**src/iop_pkg.sv**
```systemverilog
/*
  shared constants for the i/o bus peripheral: select codes, pin vector
  layout, timing counts, and the interval timer that raises the flag.
  assumes a single 20 MHz clock and an asynchronous active-high reset.
*/
`default_nettype none

package iop_pkg;
  // clock rate
  localparam int CLK_MHZ = 20;                          // system clock in MHz
  // widths
  localparam int DATA_W  = 18;                          // bus data lines
  localparam int SEL_W   = 8;                           // device + subdevice select
  localparam int CTL_W   = 10;                          // control pins
  localparam int PIN_W   = CTL_W + SEL_W + 2 * DATA_W;  // every sampled pin
  // control pin positions in the pin vector
  localparam int C_SYNC  = 0;                           // bus sync pulse
  localparam int C_PCLR  = 1;                           // bus power clear
  localparam int C_TEST  = 2;                           // flag test pulse
  localparam int C_D2C   = 3;                           // device to cpu pulse
  localparam int C_C2D   = 4;                           // cpu to device pulse
  localparam int C_STAT  = 5;                           // status readback
  localparam int C_GRANT = 6;                           // level 0 grant
  localparam int C_CHAIN = 7;                           // chain enable in
  localparam int C_FIT   = 8;                           // priority logic fitted
  localparam int C_CLKEN = 9;                           // interval clock enable
  // field starts in the pin vector
  localparam int P_SEL   = CTL_W;                       // select lines
  localparam int P_DIN   = CTL_W + SEL_W;               // bus data in
  localparam int P_SW    = CTL_W + SEL_W + DATA_W;      // contact switches
  // select codes
  localparam logic [5:0] DEV_CODE = 6'h2A;              // device code
  localparam logic [1:0] SUB_XFER = 2'h0;               // skip, read, write
  localparam logic [1:0] SUB_CLR  = 2'h1;               // clear flag
  // trap address 44 octal, and the status line
  localparam logic [5:0] TRAP_ADDR  = 6'h24;            // level 0 entry point
  localparam int         STATUS_BIT = 5;                // preassigned status line
  // interval clock
  localparam int INTERVAL_US = 1000;                    // flag interval in us
  localparam int TICK_CYCLES = INTERVAL_US * CLK_MHZ;   // cycles per tick
  localparam int TICK_W      = 15;                      // tick counter width
  // internal power-up clear
  localparam int PWRUP_US    = 1;                       // hold-off in us
  localparam logic [4:0] PWRUP_CYC = 5'(PWRUP_US * CLK_MHZ); // hold-off cycles
  localparam logic [17:0] DATA_RST = 18'h00000;         // data register reset
endpackage

////////////////////////////////////////////////////////////////////////////////

module iop_interval_timer #(
  parameter int TICK_CYCLES = iop_pkg::TICK_CYCLES  // cycles between ticks
) (
  input  wire logic clk,    // system clock
  input  wire logic rst,    // async reset
  input  wire logic clr,    // bus power clear, synced
  input  wire logic run,    // clock enable, synced
  output var  logic tick    // one-cycle flag set pulse
);
  typedef struct packed {
    logic [iop_pkg::TICK_W-1:0] cnt;  // cycles since last tick
    logic                       tick; // registered tick
  } iop_tmr_s;

  iop_tmr_s q_r;   // state
  iop_tmr_s q_nxt; // next state

  // count while enabled, pulse at terminal count
  always_comb begin
    q_nxt      = q_r;
    q_nxt.tick = 1'b0;
    if (clr || !run) begin
      q_nxt.cnt = '0;
    end else if (q_r.cnt == iop_pkg::TICK_W'(TICK_CYCLES - 1)) begin
      q_nxt.cnt  = '0;
      q_nxt.tick = 1'b1;
    end else begin
      q_nxt.cnt = q_r.cnt + 1'b1;
    end
  end

  // state register
  always_ff @(posedge clk or posedge rst) begin
    if (rst) begin
      q_r <= '0;
    end else begin
      q_r <= q_nxt;
    end
  end

  assign tick = q_r.tick;
endmodule // iop_interval_timer

`default_nettype wire

```
**src/iop_device.sv**
```systemverilog
/*
  i/o bus peripheral: select decode, 18-bit data register, contact switch
  readback, skip echo, status bit, interval flag with level 0 priority
  request and gated shared interrupt. all bus pins are asynchronous and
  pass two flip-flops. bus lines are carried active high here; the pad
  ring inverts the active-low wires.
*/
`default_nettype none

module iop_device #(
  parameter int TICK_CYCLES = iop_pkg::TICK_CYCLES  // interval in cycles
) (
  input  wire  logic        clk,                       // 20 MHz clock
  input  wire  logic        rst,                       // async reset
  input  wire  logic        bus_sync,                  // bus sync pulse
  input  wire  logic        bus_power_clear,           // bus power clear
  input  wire  logic        flag_test_pulse,           // test pulse
  input  wire  logic        device_to_cpu_pulse,       // read pulse
  input  wire  logic        cpu_to_device_pulse,       // write pulse
  input  wire  logic        status_readback,           // status read
  input  wire  logic        priority_level0_grant,     // level 0 grant
  input  wire  logic        priority_chain_enable_in,  // chain enable in
  input  wire  logic        priority_fitted,           // priority logic present
  input  wire  logic        clock_enable,              // interval clock enable
  input  wire  logic [7:0]  device_select_lines,       // device, subdevice
  input  wire  logic [17:0] bus_data_in,               // bus data, received
  input  wire  logic [17:0] contact_switches,          // switch states
  output var   logic [17:0] bus_data_out,              // bus data, driven
  output var   logic [17:0] bus_data_oe,               // per-line drive
  output var   logic        input_direction_request,   // read direction
  output var   logic        flag_test_echo,            // skip echo
  output var   logic        shared_interrupt_request,  // program interrupt
  output var   logic        priority_level0_request,   // level 0 request
  output var   logic        priority_chain_enable_out, // chain enable out
  output var   logic [5:0]  trap_addr_out,             // trap address
  output var   logic        trap_addr_oe,              // trap address drive
  output var   logic [17:0] data_register,             // loaded word
  output var   logic        interrupt_flag             // flag state
);
  typedef struct packed {
    logic [iop_pkg::PIN_W-1:0]  s1;        // sync stage 1
    logic [iop_pkg::PIN_W-1:0]  s2;        // sync stage 2
    logic [iop_pkg::CTL_W-1:0]  ctl_prev;  // previous controls
    logic [4:0]                 pwrup;     // internal clear counter
    logic [17:0]                data;      // data register
    logic                       flag;      // interrupt flag
    logic                       req;       // priority request
    logic                       served;    // granted, awaiting clear
    logic [17:0]                bus_out;   // bus data drive value
    logic [17:0]                bus_oe;    // bus data enables
    logic                       rd_req;    // input direction
    logic                       echo;      // skip echo
    logic                       pi_req;    // shared interrupt
    logic                       chain_out; // chain enable out
    logic                       trap_oe;   // trap address drive
    logic [5:0]                 trap_addr; // trap address drive value
  } iop_dev_s;

  iop_dev_s                  q_r;   // state
  iop_dev_s                  q_nxt; // next state
  logic                      tick;  // flag set pulse
  logic [iop_pkg::PIN_W-1:0] pins;  // raw pin vector

  assign pins = {contact_switches, bus_data_in, device_select_lines,
                 clock_enable, priority_fitted, priority_chain_enable_in,
                 priority_level0_grant, status_readback, cpu_to_device_pulse,
                 device_to_cpu_pulse, flag_test_pulse, bus_power_clear, bus_sync};

  //////////////////////////////////////////////////////////////////////////////

  // interval clock, cleared with power clear
  iop_interval_timer #(
    .TICK_CYCLES (TICK_CYCLES)
  ) u_timer (
    .clk  (clk),
    .rst  (rst),
    .clr  (q_r.s2[iop_pkg::C_PCLR]),
    .run  (q_r.s2[iop_pkg::C_CLKEN]),
    .tick (tick)
  );

  //////////////////////////////////////////////////////////////////////////////

  // next state
  always_comb begin
    logic [iop_pkg::CTL_W-1:0] ctl;  // synced controls
    logic [iop_pkg::CTL_W-1:0] rise; // control rising edges
    logic [7:0]                sel;  // synced select code
    logic [17:0]               din;  // synced bus data
    logic [17:0]               sw;   // synced switches
    logic                      hit;  // transfer code selected
    logic                      clr;  // clear code selected
    logic                      rd;   // read active
    logic                      gate; // priority gate for shared interrupt
    ctl  = '0;
    rise = '0;
    sel  = '0;
    din  = '0;
    sw   = '0;
    hit  = 1'b0;
    clr  = 1'b0;
    rd   = 1'b0;
    gate = 1'b0;
    q_nxt          = q_r;
    q_nxt.s1       = pins;
    q_nxt.s2       = q_r.s1;
    ctl            = q_r.s2[iop_pkg::CTL_W-1:0];
    q_nxt.ctl_prev = ctl;
    rise           = ctl & ~q_r.ctl_prev;
    sel            = q_r.s2[iop_pkg::P_SEL +: iop_pkg::SEL_W];
    din            = q_r.s2[iop_pkg::P_DIN +: iop_pkg::DATA_W];
    sw             = q_r.s2[iop_pkg::P_SW +: iop_pkg::DATA_W];
    // full eight-bit decode, pulses are instruction bits 17-15
    hit = (sel == {iop_pkg::DEV_CODE, iop_pkg::SUB_XFER});
    clr = (sel == {iop_pkg::DEV_CODE, iop_pkg::SUB_CLR});
    // internal clear hold-off after reset
    if (q_r.pwrup != iop_pkg::PWRUP_CYC) begin
      q_nxt.pwrup = q_r.pwrup + 1'b1;
    end
    // write strobe
    if (hit && rise[iop_pkg::C_C2D]) begin
      q_nxt.data = din;
    end
    // clear command resets flag and request
    if (clr && rise[iop_pkg::C_D2C]) begin
      q_nxt.flag   = 1'b0;
      q_nxt.req    = 1'b0;
      q_nxt.served = 1'b0;
    end
    // a tick in the clear cycle still sets the flag
    if (tick && q_r.pwrup == iop_pkg::PWRUP_CYC) begin
      q_nxt.flag = 1'b1;
    end
    // request raised on sync only with chain in and priority logic fitted
    // uses the flag after this cycle's clear and tick, so a clear meeting sync raises nothing unless a tick comes too
    if (ctl[iop_pkg::C_FIT] && rise[iop_pkg::C_SYNC] && q_nxt.flag
        && ctl[iop_pkg::C_CHAIN] && !q_r.req && !q_r.served) begin
      q_nxt.req = 1'b1;
    end
    // grant ends: request drops, flag left alone
    if (!ctl[iop_pkg::C_GRANT] && q_r.ctl_prev[iop_pkg::C_GRANT] && q_r.req) begin
      q_nxt.req    = 1'b0;
      q_nxt.served = 1'b1;
    end
    // chain out dropped while requesting
    q_nxt.chain_out = ctl[iop_pkg::C_CHAIN] & ~q_nxt.req;
    // trap address during our grant
    q_nxt.trap_oe   = ctl[iop_pkg::C_GRANT] & q_nxt.req;
    q_nxt.trap_addr = q_nxt.trap_oe ? iop_pkg::TRAP_ADDR : 6'h00;
    // shared interrupt gated with priority request, or open gate if absent
    gate         = ~ctl[iop_pkg::C_FIT] | q_nxt.req | q_nxt.served;
    q_nxt.pi_req = q_nxt.flag & gate;
    // skip echo while test pulse, selected, flag up
    q_nxt.echo = hit & ctl[iop_pkg::C_TEST] & q_r.flag;
    // read: switches onto bus plus direction request
    rd            = hit & ctl[iop_pkg::C_D2C];
    q_nxt.rd_req  = rd;
    q_nxt.bus_out = rd ? sw : '0;
    q_nxt.bus_oe  = rd ? {iop_pkg::DATA_W{1'b1}} : '0;
    // status read drives the flag on its own line, selected or not
    if (ctl[iop_pkg::C_STAT]) begin
      q_nxt.bus_out[iop_pkg::STATUS_BIT] = q_nxt.bus_out[iop_pkg::STATUS_BIT] | q_r.flag;
      q_nxt.bus_oe[iop_pkg::STATUS_BIT]  = 1'b1;
    end
    // bus power clear resets the flags and the data register
    if (ctl[iop_pkg::C_PCLR]) begin
      q_nxt.data   = iop_pkg::DATA_RST;
      q_nxt.flag   = 1'b0;
      q_nxt.req    = 1'b0;
      q_nxt.served = 1'b0;
      q_nxt.pi_req = 1'b0;
      q_nxt.echo   = 1'b0;
      q_nxt.trap_oe   = 1'b0;  // no trap drive through a clear
      q_nxt.trap_addr = 6'h00;
      q_nxt.chain_out = ctl[iop_pkg::C_CHAIN];
    end
  end

  // state register
  always_ff @(posedge clk or posedge rst) begin
    if (rst) begin
      q_r <= '0;
    end else begin
      q_r <= q_nxt;
    end
  end

  //////////////////////////////////////////////////////////////////////////////

  // outputs, all from flip-flops
  assign bus_data_out              = q_r.bus_out;
  assign bus_data_oe               = q_r.bus_oe;
  assign input_direction_request   = q_r.rd_req;
  assign flag_test_echo            = q_r.echo;
  assign shared_interrupt_request  = q_r.pi_req;
  assign priority_level0_request   = q_r.req;
  assign priority_chain_enable_out = q_r.chain_out;
  assign trap_addr_out             = q_r.trap_addr;
  assign trap_addr_oe              = q_r.trap_oe;
  assign data_register             = q_r.data;
  assign interrupt_flag            = q_r.flag;
endmodule // iop_device

`default_nettype wire

```
**config.mk**
```make
export PLATFORM = sky130hd
export DESIGN_NAME = iop_device
export DESIGN_NICKNAME = d
export VERILOG_FILES = /design/src/iop_pkg.sv /design/src/iop_device.sv
export SDC_FILE = /design/constraint.sdc
export NUM_CORES = 1
export LEC_CHECK = 0
export ABC_AREA = 1
export BUFFER_PORTS_ARGS = -buffer_cell sky130_fd_sc_hd__buf_2
export CORE_MARGIN = 10
export CORE_UTILIZATION = 29
export DETAILED_ROUTE_END_ITERATION = 10
export PLACE_DENSITY_LB_ADDON = 0.2
export SETUP_SLACK_MARGIN = 0.05
export SYNTH_ARGS = -nofsm -noshare
export SYNTH_HDL_FRONTEND = slang
export SYNTH_SLANG_ARGS = --single-unit
```
**constraint.sdc**
```tcl
create_clock -name clk -period 5.5 [get_ports clk]
set_clock_uncertainty 0.15 [all_clocks]
set_input_delay 0.275 -clock clk [delete_from_list [all_inputs] [get_ports clk]]
set_output_delay 0.275 -clock clk [all_outputs]
set_load 0.02 [all_outputs]
```
==> results.yml <==
placement:
  dp_hpwl_mm: 8.387
  portBuffers: 118
  place_inst: 812
  gp_congestion: 0.8080
finish:
  antennaDiodeCount: 0
  layout_commonest_cell: "dfrtp_1"
  drive_gt1_share_pct: 26.23
  final_util_pct: 37.81
  stdcell_count: 899
  final_cell_mix: "dfrtp_1 (178), buf_2 (118), nand2_1 (60), dlygate4sd3_1 (55), nor2_1 (47)"
  nFillCells: 2007
  area_growth_syn_to_layout_pct: 26.88
  nNetsFinal: 675
floorplan:
  rows: 52
  initial_core_util_pct: 29.80
  dieArea_um2: 27190
  die_x_um: 164.9
  io_pins: 123
  core_um2: 20430
  die_y_um: 164.9
timing:
  slew_headroom_pct: 30.46
  fmax_ghz: 0.4437
  worst_slew_pin_slew_ps: 1043
  layout_min_cycle_time_ps: 2254
  hold_viol_final: 0
  finalCritPeriodShare_pct: 40.97
  drv_slew: 0
  setup-violations-final: 0
  final.setup.tns_ps: 0
  rsz0062_at_grt: "no"
worst_setup_path:
  startpoint_type: "flop"
  required_ps: 5710
  rrSetupSlack_ps: 3250
  critical_path_class: "reg -> reg"
  endpoint_kind: "flop"
  reg2reg_depth: 6
  path_max_fanout: 21
  cp_data_arrival_time_ps: 2470
detailed_routing:
  drt_iter0_drc: 199
  via_per_inst: 3.921
  drt-total-wl_mm: 11.92
  vias: 3525
  wire_per_inst_um: 13.26
  ant_nets: 0
  firstDrtPassIters: 4
  drc: 0
power:
  seqPwrFrac_pct: 50.6
  combPwrFrac_pct: 3.6
  switching_power_w: 0.0006098
  p_int_w: 0.002090
  clkPwrFrac_pct: 45.9
  powerDensity_nw_per_um2: 349.4
  power_leakage_nw: 3.917
  swShare_pct: 22.59
  ir_drop_mv: 0.1877
  power_w: 0.002699
min_path:
  hp-class: "reg -> reg"
  holdPathStages: 0
yosys:
  syn_inst: 485
  synth_xor_area_share_pct: 1.151
  netlist_area_um2: 6088
  synth_top_family_by_area: "simple AND/OR/NAND/NOR gates"
  yosys.area_share.simple_pct: 12.12
  ys_top_cells_by_area: "dfrtp_1 (73%), buf_4 (7.4%), nand2_1 (3.7%)"
  synth_fa_ha_area_share_pct: 0.6165
  avgSynthCellArea_um2: 12.55
  synth-compound-area-share_pct: 1.891
  synth_cell_type_count: 31
  seq_area_frac_synth_pct: 73.16
  synthMuxAreaShare_pct: 0
  netlist.area_leader.share_pct: 73.16
  synth_top_area_cell: "dfrtp_1"
  ys.warnings.count: 0
  ys_seq_elements: 178
clocking:
  cts_sinks: 178
  cts_tree: "built"
  root_buffer: "clkbuf_16"
  numCtsBuffers: 17
  clock_path_buffers: 2
  cts_setup_buffers: 0
  cts.clk_slew.worst_paths_ps: 70
  clock_latency_ps: 430
  cts.htree.levels: 4
global_routing:
  met2_usage_pct: 14.67
  use_met3_pct: 3.336
  grt_pass1_vias: 3744
  grt_pass1_wl_mm: 19.17
  grt.overflow.total: 0
  grt_max_degree: 85
  grt_usage_pct: 9.098
  antenna_found_initial: 0
  grt-busiest-layer: "met2"
  grtUsageMet1_pct: 10.73
run:
  maxCapViolCount: 0
status:
  outcome: "complete, no violations"
==> power by group through the flow <==
stage / logic, W / registers [W] / clock network [W]
2_1_floorplan: 0.0000393 / 0.00139 / 0
3_3_place_gp: 0.0000672 / 0.00139 / 0
3_5_place_dp: 0.0000692 / 0.00139 / 0
4_1_cts: 0.000100 / 0.00137 / 0.00128
5_1_grt: 0.000110 / 0.00137 / 0.00134
6_report: 0.0000959 / 0.00137 / 0.00124
==> synthesized netlist by cell type (all sizes together) <==
library cell / instances
a21boi: 1
a21oi: 14
a22o: 1
a31oi: 1
buf: 62
clkbuf: 4
clkinv: 1
conb: 1
dfrtp: 178
ha: 3
inv: 47
nand2: 61
nand3: 34
nand4: 3
nor2: 50
nor3: 9
nor3b: 1
nor4: 1
o21a: 1
o21ai: 3
or2: 1
xnor2: 2
xor2: 6
==> kinds of logic after synthesis <==
kind of cell	Yosys count
XOR/XNOR	8
AND/OR/NAND/NOR	160
buffers and inverters	114
other	1
AO/OA/AOI/OAI	21
adder cells (fa/ha/maj)	3
flip-flops	178
==> per-stage QoR <==
stage	cell area [um2]	hold slack (ps)	setup WS (ps)
6_report	7725	194.8	3246
5_1_grt	7725	204.4	2971
4_1_cts	7725	196.5	3217
3_5_place_dp	6560	148.9	3251
3_3_place_gp	6560	139.1	3347
2_1_floorplan	6100	156.4	244.7
==> area by class of cell <==
| class | count | area, um2 | share of cell area, % |
|---|---|---|---|
| sequential | 178 | 4454 | 57.66 |
| inverter | 48 | 186.4 | 2.413 |
| multi-input combinational | 196 | 975.9 | 12.63 |
| timing repair buffer | 175 | 1156 | 14.97 |
| tap | 270 | 337.8 | 4.373 |
| clock buffer | 17 | 425.4 | 5.507 |
| clock inverter | 15 | 188.9 | 2.446 |
==> state kept, by name, indices dropped and copies added, names as in the netlist <==
name	count
u_timer.q_r	15
u_timer.tick	1
q_nxt	64
priority_chain_enable_out	1
shared_interrupt_request	1
bus_data_out	18
q_r	54
flag_test_echo	1
interrupt_flag	1
priority_level0_request	1
bus_data_oe	2
data_register	18
trap_addr_out	1
==> routing by layer <==
layer  wire length, um  up-vias
met5                 0        -
met4               184        0
met3               889       15
met2              5996      107
met1              4850     1698
li1                  -     1705
==> worst max-delay path: stages, from the launching register on <==
cell and delay (ps):
dfrtp_1 520, inv_1 550, nand2_1 330, inv_1 230, nand2_1 170, nor2_1 120, o21a_1 120
==> repair_timing <==
| action | 4_1_cts | 5_1_grt |
|---|---|---|
| hold buffers | 55 | 0 |
| resized for setup | 0 | 0 |
| hold endpoints to repair | 93 | 0 |
==> path summary, 6_finish.rpt <==
| path | from | end |
|---|---|---|
| setup / recovery | q_nxt[74]$_DFF_PP0_ | u_timer.q_r[12]$_DFF_PP0_ |
| hold / removal | q_nxt[89]$_DFF_PP0_ | q_nxt[79]$_DFF_PP0_ |
| setup reg to reg | q_nxt[74]$_DFF_PP0_ | u_timer.q_r[12]$_DFF_PP0_ |
| hold reg to reg | q_nxt[89]$_DFF_PP0_ | q_nxt[79]$_DFF_PP0_ |
| max in group asynchronous | rst | q_r[97]$_DFF_PP0_ |
| min in group asynchronous | rst | q_nxt[128]$_DFF_PP0_ |
Note: power is estimated with default switching activity, not from simulation.
